[src/pac_pkg.sv]
// Package of register offsets, field layouts and reset values for the clock control block.
package pac_pkg;
  // Register byte offsets.
  localparam logic [7:0] OFF_PLL_CONTROL = 8'h00;
  localparam logic [7:0] OFF_PLL_STATUS = 8'h04;
  localparam logic [7:0] OFF_PCLK0 = 8'h08;
  localparam logic [7:0] OFF_PCLK1 = 8'h0c;
  localparam logic [7:0] OFF_PCLK2 = 8'h10;
  localparam logic [7:0] OFF_PCLK3 = 8'h14;
  localparam logic [7:0] OFF_AUX_CONFIG = 8'h18;
  localparam logic [7:0] OFF_AUX_MULT = 8'h1c;
  localparam logic [7:0] OFF_AUX_STATUS = 8'h20;
  localparam logic [7:0] OFF_AUX_COUNT = 8'h24;
  localparam logic [7:0] OFF_PWM_CFG = 8'h28;
  localparam logic [7:0] OFF_IRQ_STATUS = 8'h2c;
  localparam logic [7:0] OFF_IRQ_MASK = 8'h30;
  // Field widths and limits.
  localparam int PLL_MULT_W = 5;
  localparam logic [4:0] PLL_MULT_MAX = 5'h10;
  localparam int AUX_MULT_W = 4;
  localparam int PLL_DIV_SELECT_W = 2;
  localparam int PCLK_W = 16;
  localparam int CNT_W = 32;
  // Aux config fields: bit 0 enable, bit 1 source (0 crystal, 1 internal).
  localparam int AUX_EN_BIT = 0;
  localparam int AUX_SRC_BIT = 1;
  localparam logic AUX_SRC_RESET = 1'b0;
  // Lock is reported after this many cycles of synchronised lock input held high while enabled.
  localparam int LOCK_CYCLES = 64;
  // Interrupt status bits.
  localparam int IRQ_LOCK_GAIN = 0;
  localparam int IRQ_LOCK_LOSS = 1;
  localparam int IRQ_CNT_WRAP = 2;
  localparam int IRQ_W = 3;
  // AXI responses.
  localparam logic [1:0] RESP_OKAY = 2'h0;
  localparam logic [1:0] RESP_SLVERR = 2'h2;
  // Clock configuration seen by the clock tree.
  typedef struct packed {
    logic [4:0] pll_mult;
    logic [1:0] pll_div_select;
    logic aux_enable;
    logic aux_source;
    logic [3:0] aux_pll_multiplier;
  } pac_clk_cfg_s;
endpackage : pac_pkg

[src/pac_clock_control.sv]
// Main and auxiliary PLL control, peripheral clock gates and PWM bus select behind AXI4-Lite.
`timescale 1ns/100ps
`default_nettype none
module pac_clock_control (
  // Clock and reset.
  input wire logic aclk,
  input wire logic aresetn,
  // AXI4-Lite write address and data.
  input wire logic [7:0] s_axi_awaddr,
  input wire logic s_axi_awvalid,
  output logic s_axi_awready,
  input wire logic [31:0] s_axi_wdata,
  input wire logic [3:0] s_axi_wstrb,
  input wire logic s_axi_wvalid,
  output logic s_axi_wready,
  // AXI4-Lite write response.
  output logic [1:0] s_axi_bresp,
  output logic s_axi_bvalid,
  input wire logic s_axi_bready,
  // AXI4-Lite read.
  input wire logic [7:0] s_axi_araddr,
  input wire logic s_axi_arvalid,
  output logic s_axi_arready,
  output logic [31:0] s_axi_rdata,
  output logic [1:0] s_axi_rresp,
  output logic s_axi_rvalid,
  input wire logic s_axi_rready,
  // Auxiliary PLL lock from the analog macro.
  input wire logic aux_pll_lock_in,
  // Auxiliary system clock tick, passed through a two-stage synchroniser here and counted on its rising edges.
  input wire logic aux_clk_tick,
  // Clock tree controls.
  output pac_pkg::pac_clk_cfg_s clk_cfg,
  output logic [pac_pkg::PCLK_W-1:0] periph_clock_enable_0,
  output logic [pac_pkg::PCLK_W-1:0] periph_clock_enable_1,
  output logic [pac_pkg::PCLK_W-1:0] periph_clock_enable_2,
  output logic [pac_pkg::PCLK_W-1:0] periph_clock_enable_3,
  output logic pwm_on_accel_bus,
  output logic aux_clk_gate,
  // Interrupt.
  output logic irq
);

  logic [4:0] pll_mult;
  logic [1:0] div_sel;
  logic [pac_pkg::PCLK_W-1:0] pclk0, pclk1, pclk2, pclk3;
  logic aux_en, aux_src;
  logic [3:0] aux_mult;
  logic pwm_sel;
  logic [pac_pkg::IRQ_W-1:0] irq_stat, irq_mask;
  logic [pac_pkg::CNT_W-1:0] aux_count;
  logic lock_meta, lock_sync, lock_flag;
  logic tick_meta, tick_sync, tick_prev;
  logic [6:0] lock_cnt;
  logic have_aw, have_w;
  logic [7:0] aw_addr;
  logic [31:0] w_data;
  logic [3:0] w_strb;
  logic do_write;
  logic [31:0] wmask;
  logic tick_rise;
  logic cnt_wrap;
  logic lock_set, lock_clr;
  logic [31:0] next_rdata;
  logic next_rerr;

  // Write is performed once address and data have both been taken.
  assign do_write = have_aw && have_w && !s_axi_bvalid;
  assign wmask = {{8{w_strb[3]}}, {8{w_strb[2]}}, {8{w_strb[1]}}, {8{w_strb[0]}}};
  assign tick_rise = tick_sync && !tick_prev;
  assign cnt_wrap = tick_rise && (aux_count == '1);
  assign lock_set = lock_flag == 1'b0 && lock_cnt == 7'(pac_pkg::LOCK_CYCLES) && aux_en;
  assign lock_clr = lock_flag && !(aux_en && lock_sync);

  // Address and data are taken independently and held until the write completes.
  always_ff @(posedge aclk)
  begin
    if (!aresetn)
    begin
      have_aw <= 1'b0;
      have_w <= 1'b0;
      aw_addr <= 8'h00;
      w_data <= 32'h0000_0000;
      w_strb <= 4'h0;
      s_axi_awready <= 1'b0;
      s_axi_wready <= 1'b0;
    end
    else
    begin
      s_axi_awready <= !have_aw && !s_axi_awready && s_axi_awvalid;
      s_axi_wready <= !have_w && !s_axi_wready && s_axi_wvalid;
      if (s_axi_awvalid && s_axi_awready)
      begin
        have_aw <= 1'b1;
        aw_addr <= s_axi_awaddr;
      end
      if (s_axi_wvalid && s_axi_wready)
      begin
        have_w <= 1'b1;
        w_data <= s_axi_wdata;
        w_strb <= s_axi_wstrb;
      end
      if (do_write)
      begin
        have_aw <= 1'b0;
        have_w <= 1'b0;
      end
    end
  end

  // Write response, error for unmapped or read-only addresses.
  always_ff @(posedge aclk)
  begin
    if (!aresetn)
    begin
      s_axi_bvalid <= 1'b0;
      s_axi_bresp <= pac_pkg::RESP_OKAY;
    end
    else if (do_write)
    begin
      s_axi_bvalid <= 1'b1;
      if (aw_addr == pac_pkg::OFF_AUX_STATUS || aw_addr == pac_pkg::OFF_AUX_COUNT || aw_addr > pac_pkg::OFF_IRQ_MASK
          || aw_addr[1:0] != 2'h0)
        s_axi_bresp <= pac_pkg::RESP_SLVERR;
      else
        s_axi_bresp <= pac_pkg::RESP_OKAY;
    end
    else if (s_axi_bready)
      s_axi_bvalid <= 1'b0;
  end

  // Software-written configuration registers.
  always_ff @(posedge aclk)
  begin
    if (!aresetn)
    begin
      pll_mult <= 5'h00;
      div_sel <= 2'h0;
      pclk0 <= 16'h0000;
      pclk1 <= 16'h0000;
      pclk2 <= 16'h0000;
      pclk3 <= 16'h0000;
      aux_en <= 1'b0;
      aux_src <= pac_pkg::AUX_SRC_RESET;
      aux_mult <= 4'h0;
      pwm_sel <= 1'b0;
      irq_mask <= 3'h0;
    end
    else if (do_write)
    begin
      if (aw_addr == pac_pkg::OFF_PLL_CONTROL)
      begin
        // Settings above sixteen are ignored so the field always holds a legal multiplier.
        if (w_strb[0] && w_data[4:0] <= pac_pkg::PLL_MULT_MAX)
          pll_mult <= w_data[4:0];
      end
      else if (aw_addr == pac_pkg::OFF_PLL_STATUS)
      begin
        if (w_strb[0])
          div_sel <= w_data[1:0];
      end
      else if (aw_addr == pac_pkg::OFF_PCLK0)
        pclk0 <= (pclk0 & ~wmask[15:0]) | (w_data[15:0] & wmask[15:0]);
      else if (aw_addr == pac_pkg::OFF_PCLK1)
        pclk1 <= (pclk1 & ~wmask[15:0]) | (w_data[15:0] & wmask[15:0]);
      else if (aw_addr == pac_pkg::OFF_PCLK2)
        pclk2 <= (pclk2 & ~wmask[15:0]) | (w_data[15:0] & wmask[15:0]);
      else if (aw_addr == pac_pkg::OFF_PCLK3)
        pclk3 <= (pclk3 & ~wmask[15:0]) | (w_data[15:0] & wmask[15:0]);
      else if (aw_addr == pac_pkg::OFF_AUX_CONFIG)
      begin
        if (w_strb[0])
        begin
          aux_en <= w_data[pac_pkg::AUX_EN_BIT];
          aux_src <= w_data[pac_pkg::AUX_SRC_BIT];
        end
      end
      else if (aw_addr == pac_pkg::OFF_AUX_MULT)
      begin
        if (w_strb[0])
          aux_mult <= w_data[3:0];
      end
      else if (aw_addr == pac_pkg::OFF_PWM_CFG)
      begin
        if (w_strb[0])
          pwm_sel <= w_data[0];
      end
      else if (aw_addr == pac_pkg::OFF_IRQ_MASK)
      begin
        if (w_strb[0])
          irq_mask <= w_data[2:0];
      end
    end
  end

  // Two-stage synchronisers for the lock pin and the aux clock tick.
  always_ff @(posedge aclk)
  begin
    if (!aresetn)
    begin
      lock_meta <= 1'b0;
      lock_sync <= 1'b0;
      tick_meta <= 1'b0;
      tick_sync <= 1'b0;
      tick_prev <= 1'b0;
    end
    else
    begin
      lock_meta <= aux_pll_lock_in;
      lock_sync <= lock_meta;
      tick_meta <= aux_clk_tick;
      tick_sync <= tick_meta;
      tick_prev <= tick_sync;
    end
  end

  // Lock flag rises after the macro reports lock steadily while enabled.
  always_ff @(posedge aclk)
  begin
    if (!aresetn)
    begin
      lock_cnt <= 7'h00;
      lock_flag <= 1'b0;
    end
    else
    begin
      if (!(aux_en && lock_sync))
        lock_cnt <= 7'h00;
      else if (lock_cnt != 7'(pac_pkg::LOCK_CYCLES))
        lock_cnt <= lock_cnt + 7'h01;
      if (lock_clr)
        lock_flag <= 1'b0;
      else if (lock_set)
        lock_flag <= 1'b1;
    end
  end

  // Free-running count of aux clock edges, wrapping naturally at full scale.
  always_ff @(posedge aclk)
  begin
    if (!aresetn)
      aux_count <= 32'h0000_0000;
    else if (tick_rise)
      aux_count <= aux_count + 32'h0000_0001;
  end

  // Sticky event bits; a new event wins over a write-one clear.
  always_ff @(posedge aclk)
  begin
    if (!aresetn)
      irq_stat <= 3'h0;
    else
    begin
      irq_stat <= (irq_stat & ~((do_write && aw_addr == pac_pkg::OFF_IRQ_STATUS && w_strb[0]) ? w_data[2:0] : 3'h0))
                  | {cnt_wrap, lock_clr, lock_set};
    end
  end

  // Read data selection.
  always_comb
  begin
    next_rdata = 32'h0000_0000;
    next_rerr = 1'b0;
    if (s_axi_araddr == pac_pkg::OFF_PLL_CONTROL)
      next_rdata = {27'h0, pll_mult};
    else if (s_axi_araddr == pac_pkg::OFF_PLL_STATUS)
      next_rdata = {30'h0, div_sel};
    else if (s_axi_araddr == pac_pkg::OFF_PCLK0)
      next_rdata = {16'h0, pclk0};
    else if (s_axi_araddr == pac_pkg::OFF_PCLK1)
      next_rdata = {16'h0, pclk1};
    else if (s_axi_araddr == pac_pkg::OFF_PCLK2)
      next_rdata = {16'h0, pclk2};
    else if (s_axi_araddr == pac_pkg::OFF_PCLK3)
      next_rdata = {16'h0, pclk3};
    else if (s_axi_araddr == pac_pkg::OFF_AUX_CONFIG)
      next_rdata = {30'h0, aux_src, aux_en};
    else if (s_axi_araddr == pac_pkg::OFF_AUX_MULT)
      next_rdata = {28'h0, aux_mult};
    else if (s_axi_araddr == pac_pkg::OFF_AUX_STATUS)
      next_rdata = {31'h0, lock_flag};
    else if (s_axi_araddr == pac_pkg::OFF_AUX_COUNT)
      next_rdata = aux_count;
    else if (s_axi_araddr == pac_pkg::OFF_PWM_CFG)
      next_rdata = {31'h0, pwm_sel};
    else if (s_axi_araddr == pac_pkg::OFF_IRQ_STATUS)
      next_rdata = {29'h0, irq_stat};
    else if (s_axi_araddr == pac_pkg::OFF_IRQ_MASK)
      next_rdata = {29'h0, irq_mask};
    else
      next_rerr = 1'b1;
  end

  // Read channel: address taken for one cycle, data follows on the next edge.
  always_ff @(posedge aclk)
  begin
    if (!aresetn)
    begin
      s_axi_arready <= 1'b0;
      s_axi_rvalid <= 1'b0;
      s_axi_rdata <= 32'h0000_0000;
      s_axi_rresp <= pac_pkg::RESP_OKAY;
    end
    else
    begin
      s_axi_arready <= s_axi_arvalid && !s_axi_arready && !s_axi_rvalid;
      if (s_axi_arvalid && s_axi_arready)
      begin
        s_axi_rvalid <= 1'b1;
        s_axi_rdata <= next_rdata;
        s_axi_rresp <= next_rerr ? pac_pkg::RESP_SLVERR : pac_pkg::RESP_OKAY;
      end
      else if (s_axi_rready)
        s_axi_rvalid <= 1'b0;
    end
  end

  // Registered clock tree controls and interrupt.
  always_ff @(posedge aclk)
  begin
    if (!aresetn)
    begin
      clk_cfg <= '0;
      periph_clock_enable_0 <= 16'h0000;
      periph_clock_enable_1 <= 16'h0000;
      periph_clock_enable_2 <= 16'h0000;
      periph_clock_enable_3 <= 16'h0000;
      pwm_on_accel_bus <= 1'b0;
      aux_clk_gate <= 1'b0;
      irq <= 1'b0;
    end
    else
    begin
      clk_cfg <= '{pll_mult: pll_mult, pll_div_select: div_sel, aux_enable: aux_en,
                   aux_source: aux_src, aux_pll_multiplier: aux_mult};
      periph_clock_enable_0 <= pclk0;
      periph_clock_enable_1 <= pclk1;
      periph_clock_enable_2 <= pclk2;
      periph_clock_enable_3 <= pclk3;
      pwm_on_accel_bus <= pwm_sel;
      // Aux clock reaches capture and USB only once the second PLL is locked.
      aux_clk_gate <= aux_en && lock_flag;
      irq <= |(irq_stat & irq_mask);
    end
  end

endmodule : pac_clock_control
`default_nettype wire

[config.mk]
export PLATFORM = sky130hd
export DESIGN_NAME = pac_clock_control
export DESIGN_NICKNAME = d
export VERILOG_FILES = /design/src/pac_pkg.sv /design/src/pac_clock_control.sv
export SDC_FILE = /design/constraint.sdc
export NUM_CORES = 1
export LEC_CHECK = 0
export BUFFER_PORTS_ARGS = -buffer_cell sky130_fd_sc_hd__buf_2
export CAP_MARGIN = 10
export CORE_AREA = 10 10 218 117
export CTS_CLUSTER_DIAMETER = 80
export DETAILED_ROUTE_END_ITERATION = 6
export DIE_AREA = 0 0 228 127
export GPL_ROUTABILITY_DRIVEN = 1
export PLACE_DENSITY = 0.74
export SLEW_MARGIN = 30
export SYNTH_ARGS = -nofsm -noshare
export SYNTH_HDL_FRONTEND = slang
export SYNTH_SLANG_ARGS = --single-unit
[constraint.sdc]
create_clock -name aclk -period 1.95 [get_ports aclk]
set_input_delay 0.195 -clock aclk [delete_from_list [all_inputs] [get_ports aclk]]
set_output_delay 0.195 -clock aclk [all_outputs]
set_load 0.05 [all_outputs]
; ---- After elaboration in Yosys (flattened, before gate mapping)
; Index checks and enable logic that the tools add are counted.
; Widths: inputs -> output; s select.
[word_totals]
latchBits = 0
out_inout_bits = 121
inputBits = 61
ram_bits = 0
mem_count = 0
reg_bits = 278
elab_cells = 186
mem_bits_ro = 0
[op_classes]
bitwise = 25
n_reduce_logical = 52
shift = 0
n_addsub = 2
n_div = 0
magnitude_cmp = 2
n_mux = 33
mul = 0
eq_ne = 27
[ops]
columns = op, n
row1 = $mux 32, 10
row2 = $and 16x16->16, 5
row3 = $eq 8x6->1 const B, 10
row4 = $eq 8x5->1 const B, 8
row5 = $or 16x16->16, 4
row6 = $add 32x1->32 const B, 1
row7 = $eq 32x32->1 const B, 1
row8 = $eq 8x4->1 const B, 4
row9 = $logic_and 1x1->1, 21
row10 = $mux 1, 17
row11 = $eq 8x3->1 const B, 2
row12 = $logic_not 8->1, 2
row13 = $not 16->16, 1
row14 = $mux 3, 4
row15 = $reduce_and 12->1, 1
row16 = $not 1->1, 11
row17 = $reduce_and 11->1, 1
row18 = $reduce_and 10->1, 1
row19 = $logic_not 1->1, 9
row20 = $reduce_and 9->1, 1
row21 = $gt 8x6->1 const B, 1
row22 = $reduce_and 4->1, 2
row23 = $add 7x1->7 const B, 1
row24 = $eq 7x7->1 const B, 1
row25 = 15 further kinds, 22

; ---- Depth between registers and ports, before layout
; Gate-level depths: netlist (run 1).
[logic_depth]
depth_word = 15
ltp_mapped = 7
depth_no_buf = 7

; ---- Worst setup path before layout (run 1)
; Ideal clock, no wire load.
[synth_path]
path_type = flip-flop to flip-flop
start = register s_axi_bvalid
end = register with a tool-made name
synth_period_minus_slack_ns = 1.956
path_buffers = 0
arrival_ns = 1.828
slack_ns = -0.006
setup_ns = 0.128
stages_incl_launch_ff = 6
t_required_ns = 1.822
path_cell_list = dfxtp_1 > nand4bb_1 > nor4_2 > nand2_1 > mux2i_1 > nor2_1
[synth_rtl]
columns = element, line
row1 = start: declaration, pac_clock_control.sv:18  ; output logic s_axi_bvalid,
row2 = start signal: assignment, pac_clock_control.sv:116  ; s_axi_bvalid <= 1'b0;
row3 = start signal: assignment, pac_clock_control.sv:121  ; s_axi_bvalid <= 1'b1;
row4 = start signal: assignment, pac_clock_control.sv:129  ; s_axi_bvalid <= 1'b0;

==> flow_metrics.env, run 1 <==
export IMPL_relSlewSlack=0.5899
export IMPL_timing_hold_ws_ns=0.08285
export IMPL_wl_per_cell_microns=18.62
export IMPL_final_seq_area_sq_um=5525
export IMPL_placeableCoreArea_sq_um=22010
export IMPL_ys_seq_elements=276
export IMPL_post_place_cells=1609
export IMPL_numCtsBuffers=24
export IMPL_vdd_ir_drop_max_mv=0.6313
export IMPL_grt_first_pass_wirelength_mm=49.22
export IMPL_maxClockFrequency_mhz=544.8
export IMPL_clock_sinks=276
export IMPL_num_nets_final=1425
export IMPL_holdCritPathClass="in2reg"
export IMPL_crit_arrival_ns=2.25
export IMPL_h_tree_lvls=1
export IMPL_die_w_microns=228
export IMPL_hold_violations=0
export IMPL_hold_depth=3
export IMPL_grt_antenna_before_repair=0
export IMPL_timing_final_crit_share=0.9414
export IMPL_grt_overflow_total=0
export IMPL_worst_slew_pin_slew_ns=0.6129
export IMPL_worst_setup_path_startpoint="have_aw$_SDFFE_PP0P_"
export IMPL_area_used_by_multi_input_combinational_logic_sq_um=4801
export IMPL_number_of_port_buffers=161
export IMPL_post_route_drc_count=0
export IMPL_ys_types=71
export IMPL_synthesized_area_fraction_occupied_by_and_or_nand_nor_cells=0.2430
export IMPL_avgSynthCellArea_sq_um=9.300
export IMPL_post_synth_top_count_cell="sky130_fd_sc_hd__dfxtp_1"
export IMPL_setup_viol=0
export IMPL_power_combinational_fraction=0.046
export IMPL_dr_total_vias=9085
export IMPL_grt_util_all_layers=0.2091
export IMPL_startpoint_type="flip-flop"
export IMPL_place_detailed_hpwl_mm=22.83
export IMPL_reg2reg_from="have_aw$_SDFFE_PP0P_"
export IMPL_synth_adder_area_share=0.003534
export IMPL_p_sw_uw=2494
export IMPL_share_of_final_layout_standard_cells_stronger_than_drive_strength_1=0.2126
export IMPL_mappedNetlistArea_sq_um=10620
export IMPL_power_density_nw_per_um2=839.8
export IMPL_synth_compound_gate_area_share=0.1094
export IMPL_crit_fanout=8
export IMPL_finalPower_uw=11110
export IMPL_synth_async_reset_ratio=0
export IMPL_p_sw_frac=0.2244
export IMPL_first_global_vias=8594
export IMPL_start_util=0.4826
export IMPL_boundaryPins=182
export IMPL_tritoncts="yes"
export IMPL_power_frac_clock=0.440
export IMPL_yosys_area_top_type="sky130_fd_sc_hd__dfxtp_1"
export IMPL_std_cell_rows=39
export IMPL_insertedDiodeCount=0
export IMPL_cts_reportedPaths_clkPinSlew_ns=0.07
export IMPL_static_power_due_to_leakage_uw=0.005693
export IMPL_final_setup_skew_ns=0.01026
export IMPL_power_internal_uw=8617
export IMPL_y_dimension_of_the_die_microns=127
export IMPL_worst_ep_required_time_ns=2.36
export IMPL_clockBufferDepth=3
export IMPL_cts_root_buf="sky130_fd_sc_hd__clkbuf_16"
export IMPL_flow_area_growth_from_synthesis_pct=24.58
export IMPL_ys_seq_area_frac=0.5203
export IMPL_drt_initial_drc_count=913
export IMPL_r2r_cells=6
export IMPL_final_antenna_net_count=0
export IMPL_yosys_area_top_type_share=0.5203
export IMPL_ys_top_cells_by_area="sky130_fd_sc_hd__dfxtp_1 52%, sky130_fd_sc_hd__mux2i_1 6.8%, sky130_fd_sc_hd__and2_1 5.5%"
export IMPL_maxcap_violations=0
export IMPL_viasPerCell=5.392
export IMPL_setup_reg_to_reg_worst_slack_ns=0.11
export IMPL_worstSetupEndpointType="flip-flop"
export IMPL_gp_routability_congestion=0.9173
export IMPL_sequentialPowerShare=0.514
export IMPL_postSynthCellCount=1142
export IMPL_period_needed_ns=1.836
export IMPL_run_status="complete, no violations"
export IMPL_synth_common_cells="276 x sky130_fd_sc_hd__dfxtp_1, 135 x sky130_fd_sc_hd__nor2_1, 124 x sky130_fd_sc_hd__nand2_1, 93 x sky130_fd_sc_hd__and2_1, 83 x sky130_fd_sc_hd__a21oi_1"
export IMPL_synth_top_family_by_area="simple AND/OR/NAND/NOR gates"
export IMPL_final_max_slew_violation_count=0
export IMPL_multiplexer_share_of_the_synthesized_area=0.06892
export IMPL_yosys_warnings=0
export IMPL_ys_flop_type="sky130_fd_sc_hd__dfxtp_1"
export IMPL_criticalPathCategory="reg2reg"
export IMPL_synth_xor_area_frac=0.02474
export IMPL_clk_latency_ns=0.53
export IMPL_grt_max_degree=100
export IMPL_drt_pass1_iter_count=5
export IMPL_die_area_sq_um=28960
export IMPL_fin_cells=1685
export IMPL_synth_edf_count=0
export IMPL_wl_mm=31.37
export IMPL_fillers=1903
==> layout by cell type, fill, tap and decap left out, types with 10 or more instances in the layout <==
cell                            instances
sky130_fd_sc_hd__dfxtp_1              276
sky130_fd_sc_hd__buf_2                161
sky130_fd_sc_hd__nor2_1               135
sky130_fd_sc_hd__nand2_1              123
sky130_fd_sc_hd__and2_1                92
sky130_fd_sc_hd__a21oi_1               83
sky130_fd_sc_hd__mux2i_1               72
sky130_fd_sc_hd__buf_4                 57
sky130_fd_sc_hd__nand3_1               44
sky130_fd_sc_hd__dlygate4sd3_1         33
sky130_fd_sc_hd__clkbuf_16             25
sky130_fd_sc_hd__xor2_1                22
sky130_fd_sc_hd__o21ai_0               21
sky130_fd_sc_hd__a22oi_1               15
sky130_fd_sc_hd__o22ai_1               14
sky130_fd_sc_hd__inv_1                 10
sky130_fd_sc_hd__a31oi_1               10
sky130_fd_sc_hd__and3_1                10
sky130_fd_sc_hd__nor3_1                10
==> cells by family (layout without fill, tap and decap cells) <==
group,after synthesis,count (layout)
other,1,2
and+or+nand+nor,495,495
adders and majority gates,3,3
AOI/OAI and AO/OA,189,189
xor gates and xnor gates,30,30
buffers and inverters,75,310
muxes,73,73
DFF,276,276
==> power groups by stage <==
stage               Sequential [uW]  Combinational [uW]  Clock (uW)
floorplan                      5860                 239           0
global placement               5830                 445           0
detailed placement             5840                 450           0
CTS                            5710                 504        4950
global route                   5710                 551        5170
finish                         5710                 512        4890
==> critical path, cell delays in order (launching register included) <==
cell                        delay, ns
sky130_fd_sc_hd__dfxtp_1         0.44
sky130_fd_sc_hd__nand4bb_1       0.24
sky130_fd_sc_hd__nor4b_1         0.39
sky130_fd_sc_hd__nand3_1         0.15
sky130_fd_sc_hd__buf_4           0.23
sky130_fd_sc_hd__mux2i_1         0.22
sky130_fd_sc_hd__nor2_1          0.06
==> repair_timing <==
action | 4_1_cts | 5_1_grt
gates resized for setup | 0 | 3
setup buffers | 0 | 0
setup endpoints to repair | 0 | 11
hold endpoints to repair | 33 | 0
hold buffers | 33 | 0
==> worst min path at each step <==
stage	end	start
floorplan	s_axi_wready$_SDFF_PN0_	s_axi_wvalid
global placement	lock_meta$_SDFF_PN0_	aux_pll_lock_in
detailed placement	lock_meta$_SDFF_PN0_	aux_pll_lock_in
CTS	s_axi_rdata[21]$_SDFFE_PN0P_	aresetn
global route	s_axi_rdata[21]$_SDFFE_PN0P_	aresetn
finish	s_axi_rdata[21]$_SDFFE_PN0P_	aresetn
==> layer usage <==
metal / share of wire / up-vias / wire length, microns / track usage
li1: - / 4369 / - / -
met1: 0.48 / 4298 / 15030 / 0.3079
met2: 0.40 / 382 / 12590 / 0.2956
met3: 0.10 / 36 / 3194 / 0.05988
met4: 0.018 / 0 / 553 / 0.04365
met5: 0 / - / 0 / 0
==> area by class of cell <==
type                            instances  area share
Tap cell                              307     0.02903
Clock inverter                         13    0.009646
Sequential cell                       276      0.4176
Clock buffer                           30     0.05173
Timing Repair Buffer                  256      0.1258
Inverter                               11    0.003310
Multi-Input combinational cell        792      0.3629
==> metrics by stage <==
step	area, sq um	setup WS (ns)	setup TNS [ns]	utilization
3_5_place_dp	12070	0.06331	0	0.5486
5_1_grt	13230	-0.01364	-0.02653	0.6012
3_3_place_gp	12070	0.1229	0	0.5486
4_1_cts	13220	0.1012	0	0.6005
2_1_floorplan	10630	0.02443	0	-
6_report	13230	0.1144	0	0.6012
Note: power is estimated with default switching activity, not from simulation.
==> inputs of run 2 (changes only) <==
Settings changed: CORE_AREA 10 10 218 117 to 10 10 115 220, DIE_AREA 0 0 228 127 to 0 0 125 230, SETUP_SLACK_MARGIN set to 0.2.
==> run 2 against run 1 <==
  * Die area shrank 0.71%
  * Register-to-register slack gained 0.06 ns
  * Total power shrank 0.42%
  * Sequential share of layout area shrank 0.33 points
  * Clock skew grew 0.0042 ns
  * Via count is essentially flat
  * Wire length shrank 0.50%
  * Clock power shrank 1%
  * Flip-flop and latch count is the same
  * Largest power group unchanged
  * Highest routed layer unchanged
==> flow_metrics.env, run 2 (same netlist as run 1, synthesis figures left out) <==
export IMPL_flow_area_growth_from_synthesis_pct=26.18
export IMPL_wl_per_cell_microns=18.83
export IMPL_wl_mm=31.21
export IMPL_static_power_due_to_leakage_uw=0.005723
export IMPL_cts_reportedPaths_clkPinSlew_ns=0.08
export IMPL_reg2reg_from="aux_count[0]$_SDFFE_PN0P_"
export IMPL_crit_chain="buf_4 -> nand4b_1 -> nor4_4 -> nand4_2 -> or3_1 -> a21oi_1"
export IMPL_place_detailed_hpwl_mm=22.29
export IMPL_y_dimension_of_the_die_microns=230
export IMPL_drt_pass1_iter_count=5
export IMPL_crit_family="simple AND/OR/NAND/NOR gates"
export IMPL_run_status="complete, no violations"
export IMPL_tritoncts="yes"
export IMPL_r2r_cells=6
export IMPL_clock_sinks=276
export IMPL_clockBufferDepth=3
export IMPL_final_antenna_net_count=0
export IMPL_layout_commonest_cell="sky130_fd_sc_hd__dfxtp_1"
export IMPL_grt_overflow_total=0
export IMPL_grt_antenna_before_repair=2
export IMPL_final_setup_skew_ns=0.01451
export IMPL_start_util=0.4898
export IMPL_die_w_microns=125
export IMPL_post_route_drc_count=0
export IMPL_worst_slew_pin_slew_ns=0.8189
export IMPL_clk_latency_ns=0.54
export IMPL_num_nets_final=1429
export IMPL_crit_path_max_delay_cell_type="sky130_fd_sc_hd__or3_1"
export IMPL_setup_viol=0
export IMPL_timing_critical_path_buf_inv=1
export IMPL_vdd_ir_drop_max_mv=0.6810
export IMPL_fin_area_sq_um=13400
export IMPL_power_density_nw_per_um2=825.6
export IMPL_holdCritPathClass="in2reg"
export IMPL_grt_util_all_layers=0.2076
export IMPL_final_seq_area_sq_um=5552
export IMPL_gp_routability_congestion=0.9340
export IMPL_regToRegEndpoint="aux_count[31]$_SDFFE_PN0P_"
export IMPL_first_global_vias=9192
export IMPL_criticalPathCategory="reg2reg"
export IMPL_worst_ep_required_time_ns=2.42
export IMPL_crit_fanout=6
export IMPL_crit_arrival_ns=2.25
export IMPL_most_common_layout_cells="263 x sky130_fd_sc_hd__dfxtp_1, 161 x sky130_fd_sc_hd__buf_2, 134 x sky130_fd_sc_hd__nor2_1"
export IMPL_timing_hold_worst_endpoint="aux_count[6]$_SDFFE_PN0P_"
export IMPL_fillers=1838
export IMPL_placeableCoreArea_sq_um=21680
export IMPL_timing_critical_path_slowest_cell_delay_ns=0.38
export IMPL_maxClockFrequency_mhz=562.0
export IMPL_std_cell_rows=76
export IMPL_boundaryPins=182
export IMPL_h_tree_lvls=1
export IMPL_numCtsBuffers=24
export IMPL_setup_reg_to_reg_worst_slack_ns=0.17
export IMPL_viasPerCell=5.475
export IMPL_number_of_port_buffers=161
export IMPL_dr_total_vias=9077
export IMPL_final_max_slew_violation_count=0
export IMPL_hold_violations=0
export IMPL_hp_start="aresetn"
export IMPL_share_of_final_layout_standard_cells_stronger_than_drive_strength_1=0.2379
export IMPL_timing_setup_tns_ns=0
export IMPL_period_needed_ns=1.779
export IMPL_relSlewSlack=0.4527
export IMPL_area_used_by_multi_input_combinational_logic_sq_um=4936
export IMPL_die_area_sq_um=28750
export IMPL_cts_root_buf="sky130_fd_sc_hd__clkbuf_16"
export IMPL_grt_first_pass_wirelength_mm=49.39
export IMPL_timing_final_crit_share=0.9125
export IMPL_hold_depth=3
export IMPL_timing_hold_ws_ns=0.06730
export IMPL_drt_initial_drc_count=632
export IMPL_rsz0062_at_grt="yes"
export IMPL_worstSetupEndpointType="flip-flop"
export IMPL_post_dp_cell_area_sq_um=12050
export IMPL_maxcap_violations=0
export IMPL_startpoint_type="flip-flop"
export IMPL_grt_max_degree=100
## run 2: cell types whose count changed in the layout (fill, tap and decap cells not counted), sizes merged
cell,delta
clkbuf,-1
diode,+2
buf,+4
clkinv,-1
inv,+1
clkinvlp,+2
## run 2: worst reg2reg max path, stage by stage, from the launching register on
cell	delay, ns
sky130_fd_sc_hd__dfxtp_4	0.37
sky130_fd_sc_hd__buf_4	0.13
sky130_fd_sc_hd__nand4b_1	0.21
sky130_fd_sc_hd__nor4_4	0.26
sky130_fd_sc_hd__nand4_2	0.21
sky130_fd_sc_hd__or3_1	0.39
sky130_fd_sc_hd__a21oi_1	0.14
## run 2: per-stage QoR
step	total power (uW)	util	worst slack, ns	cells
finish	11060	0.6181	0.1707	1658
floorplan	6099	-	0.1002	1143
detailed placement	6284	0.5556	0.07582	1570
global route	11390	0.6181	0.08617	1658
CTS	11130	0.6126	0.1644	1652
global placement	6277	0.5556	0.1212	1570
## run 2: cell type report
class / instances / share of cell area
diodes: 2 / 0.0003735
clock buffers: 29 / 0.04771
clock inverters: 15 / 0.01260
inverters: 11 / 0.003268
multi-input cells: 792 / 0.3683
flip-flops and latches: 276 / 0.4143
well taps: 273 / 0.02549
repair buffers: 260 / 0.1279
## run 2: layer usage
layer  global-route usage  routed length, microns  vias to the layer above  part of all wire
li1                     -                       -                     4385                 -
met1               0.2244                   11520                     4280              0.37
met2               0.3728                   16170                      325              0.52
met3              0.03687                    2006                       87             0.064
met4               0.1117                    1516                        0             0.049
met5                    0                       0                        -                 0
## run 2: worst max-delay path by stage
stage	from	end	slack, ns	depth (start not counted)
2_1_floorplan	aux_count[0]$_SDFFE_PN0P_	aux_count[26]$_SDFFE_PN0P_	0.10	6
3_3_place_gp	s_axi_araddr[5]	s_axi_rdata[9]$_SDFFE_PN0P_	0.12	7
3_5_place_dp	s_axi_araddr[5]	s_axi_rdata[12]$_SDFFE_PN0P_	0.08	7
5_1_grt	aux_count[0]$_SDFFE_PN0P_	aux_count[31]$_SDFFE_PN0P_	0.09	6
4_1_cts	aw_addr[7]$_SDFFE_PN0P_	flip-flop	0.16	6
6_report	aux_count[0]$_SDFFE_PN0P_	aux_count[31]$_SDFFE_PN0P_	0.17	6
## run 2: where the power goes
group	internal, uW	switching (uW)
logic	183	332
clock network	2650	2190
registers	5660	40.3
total	8500	2560
## run 2: repair_timing
action                                  4_1_cts  5_1_grt
pin swaps                                     4       14
buffers inserted                              5        4
hold buffers                                 33        0
endpoints found under the hold margin        33        0
endpoints found under the setup margin       45       79
resized for setup                            19       24
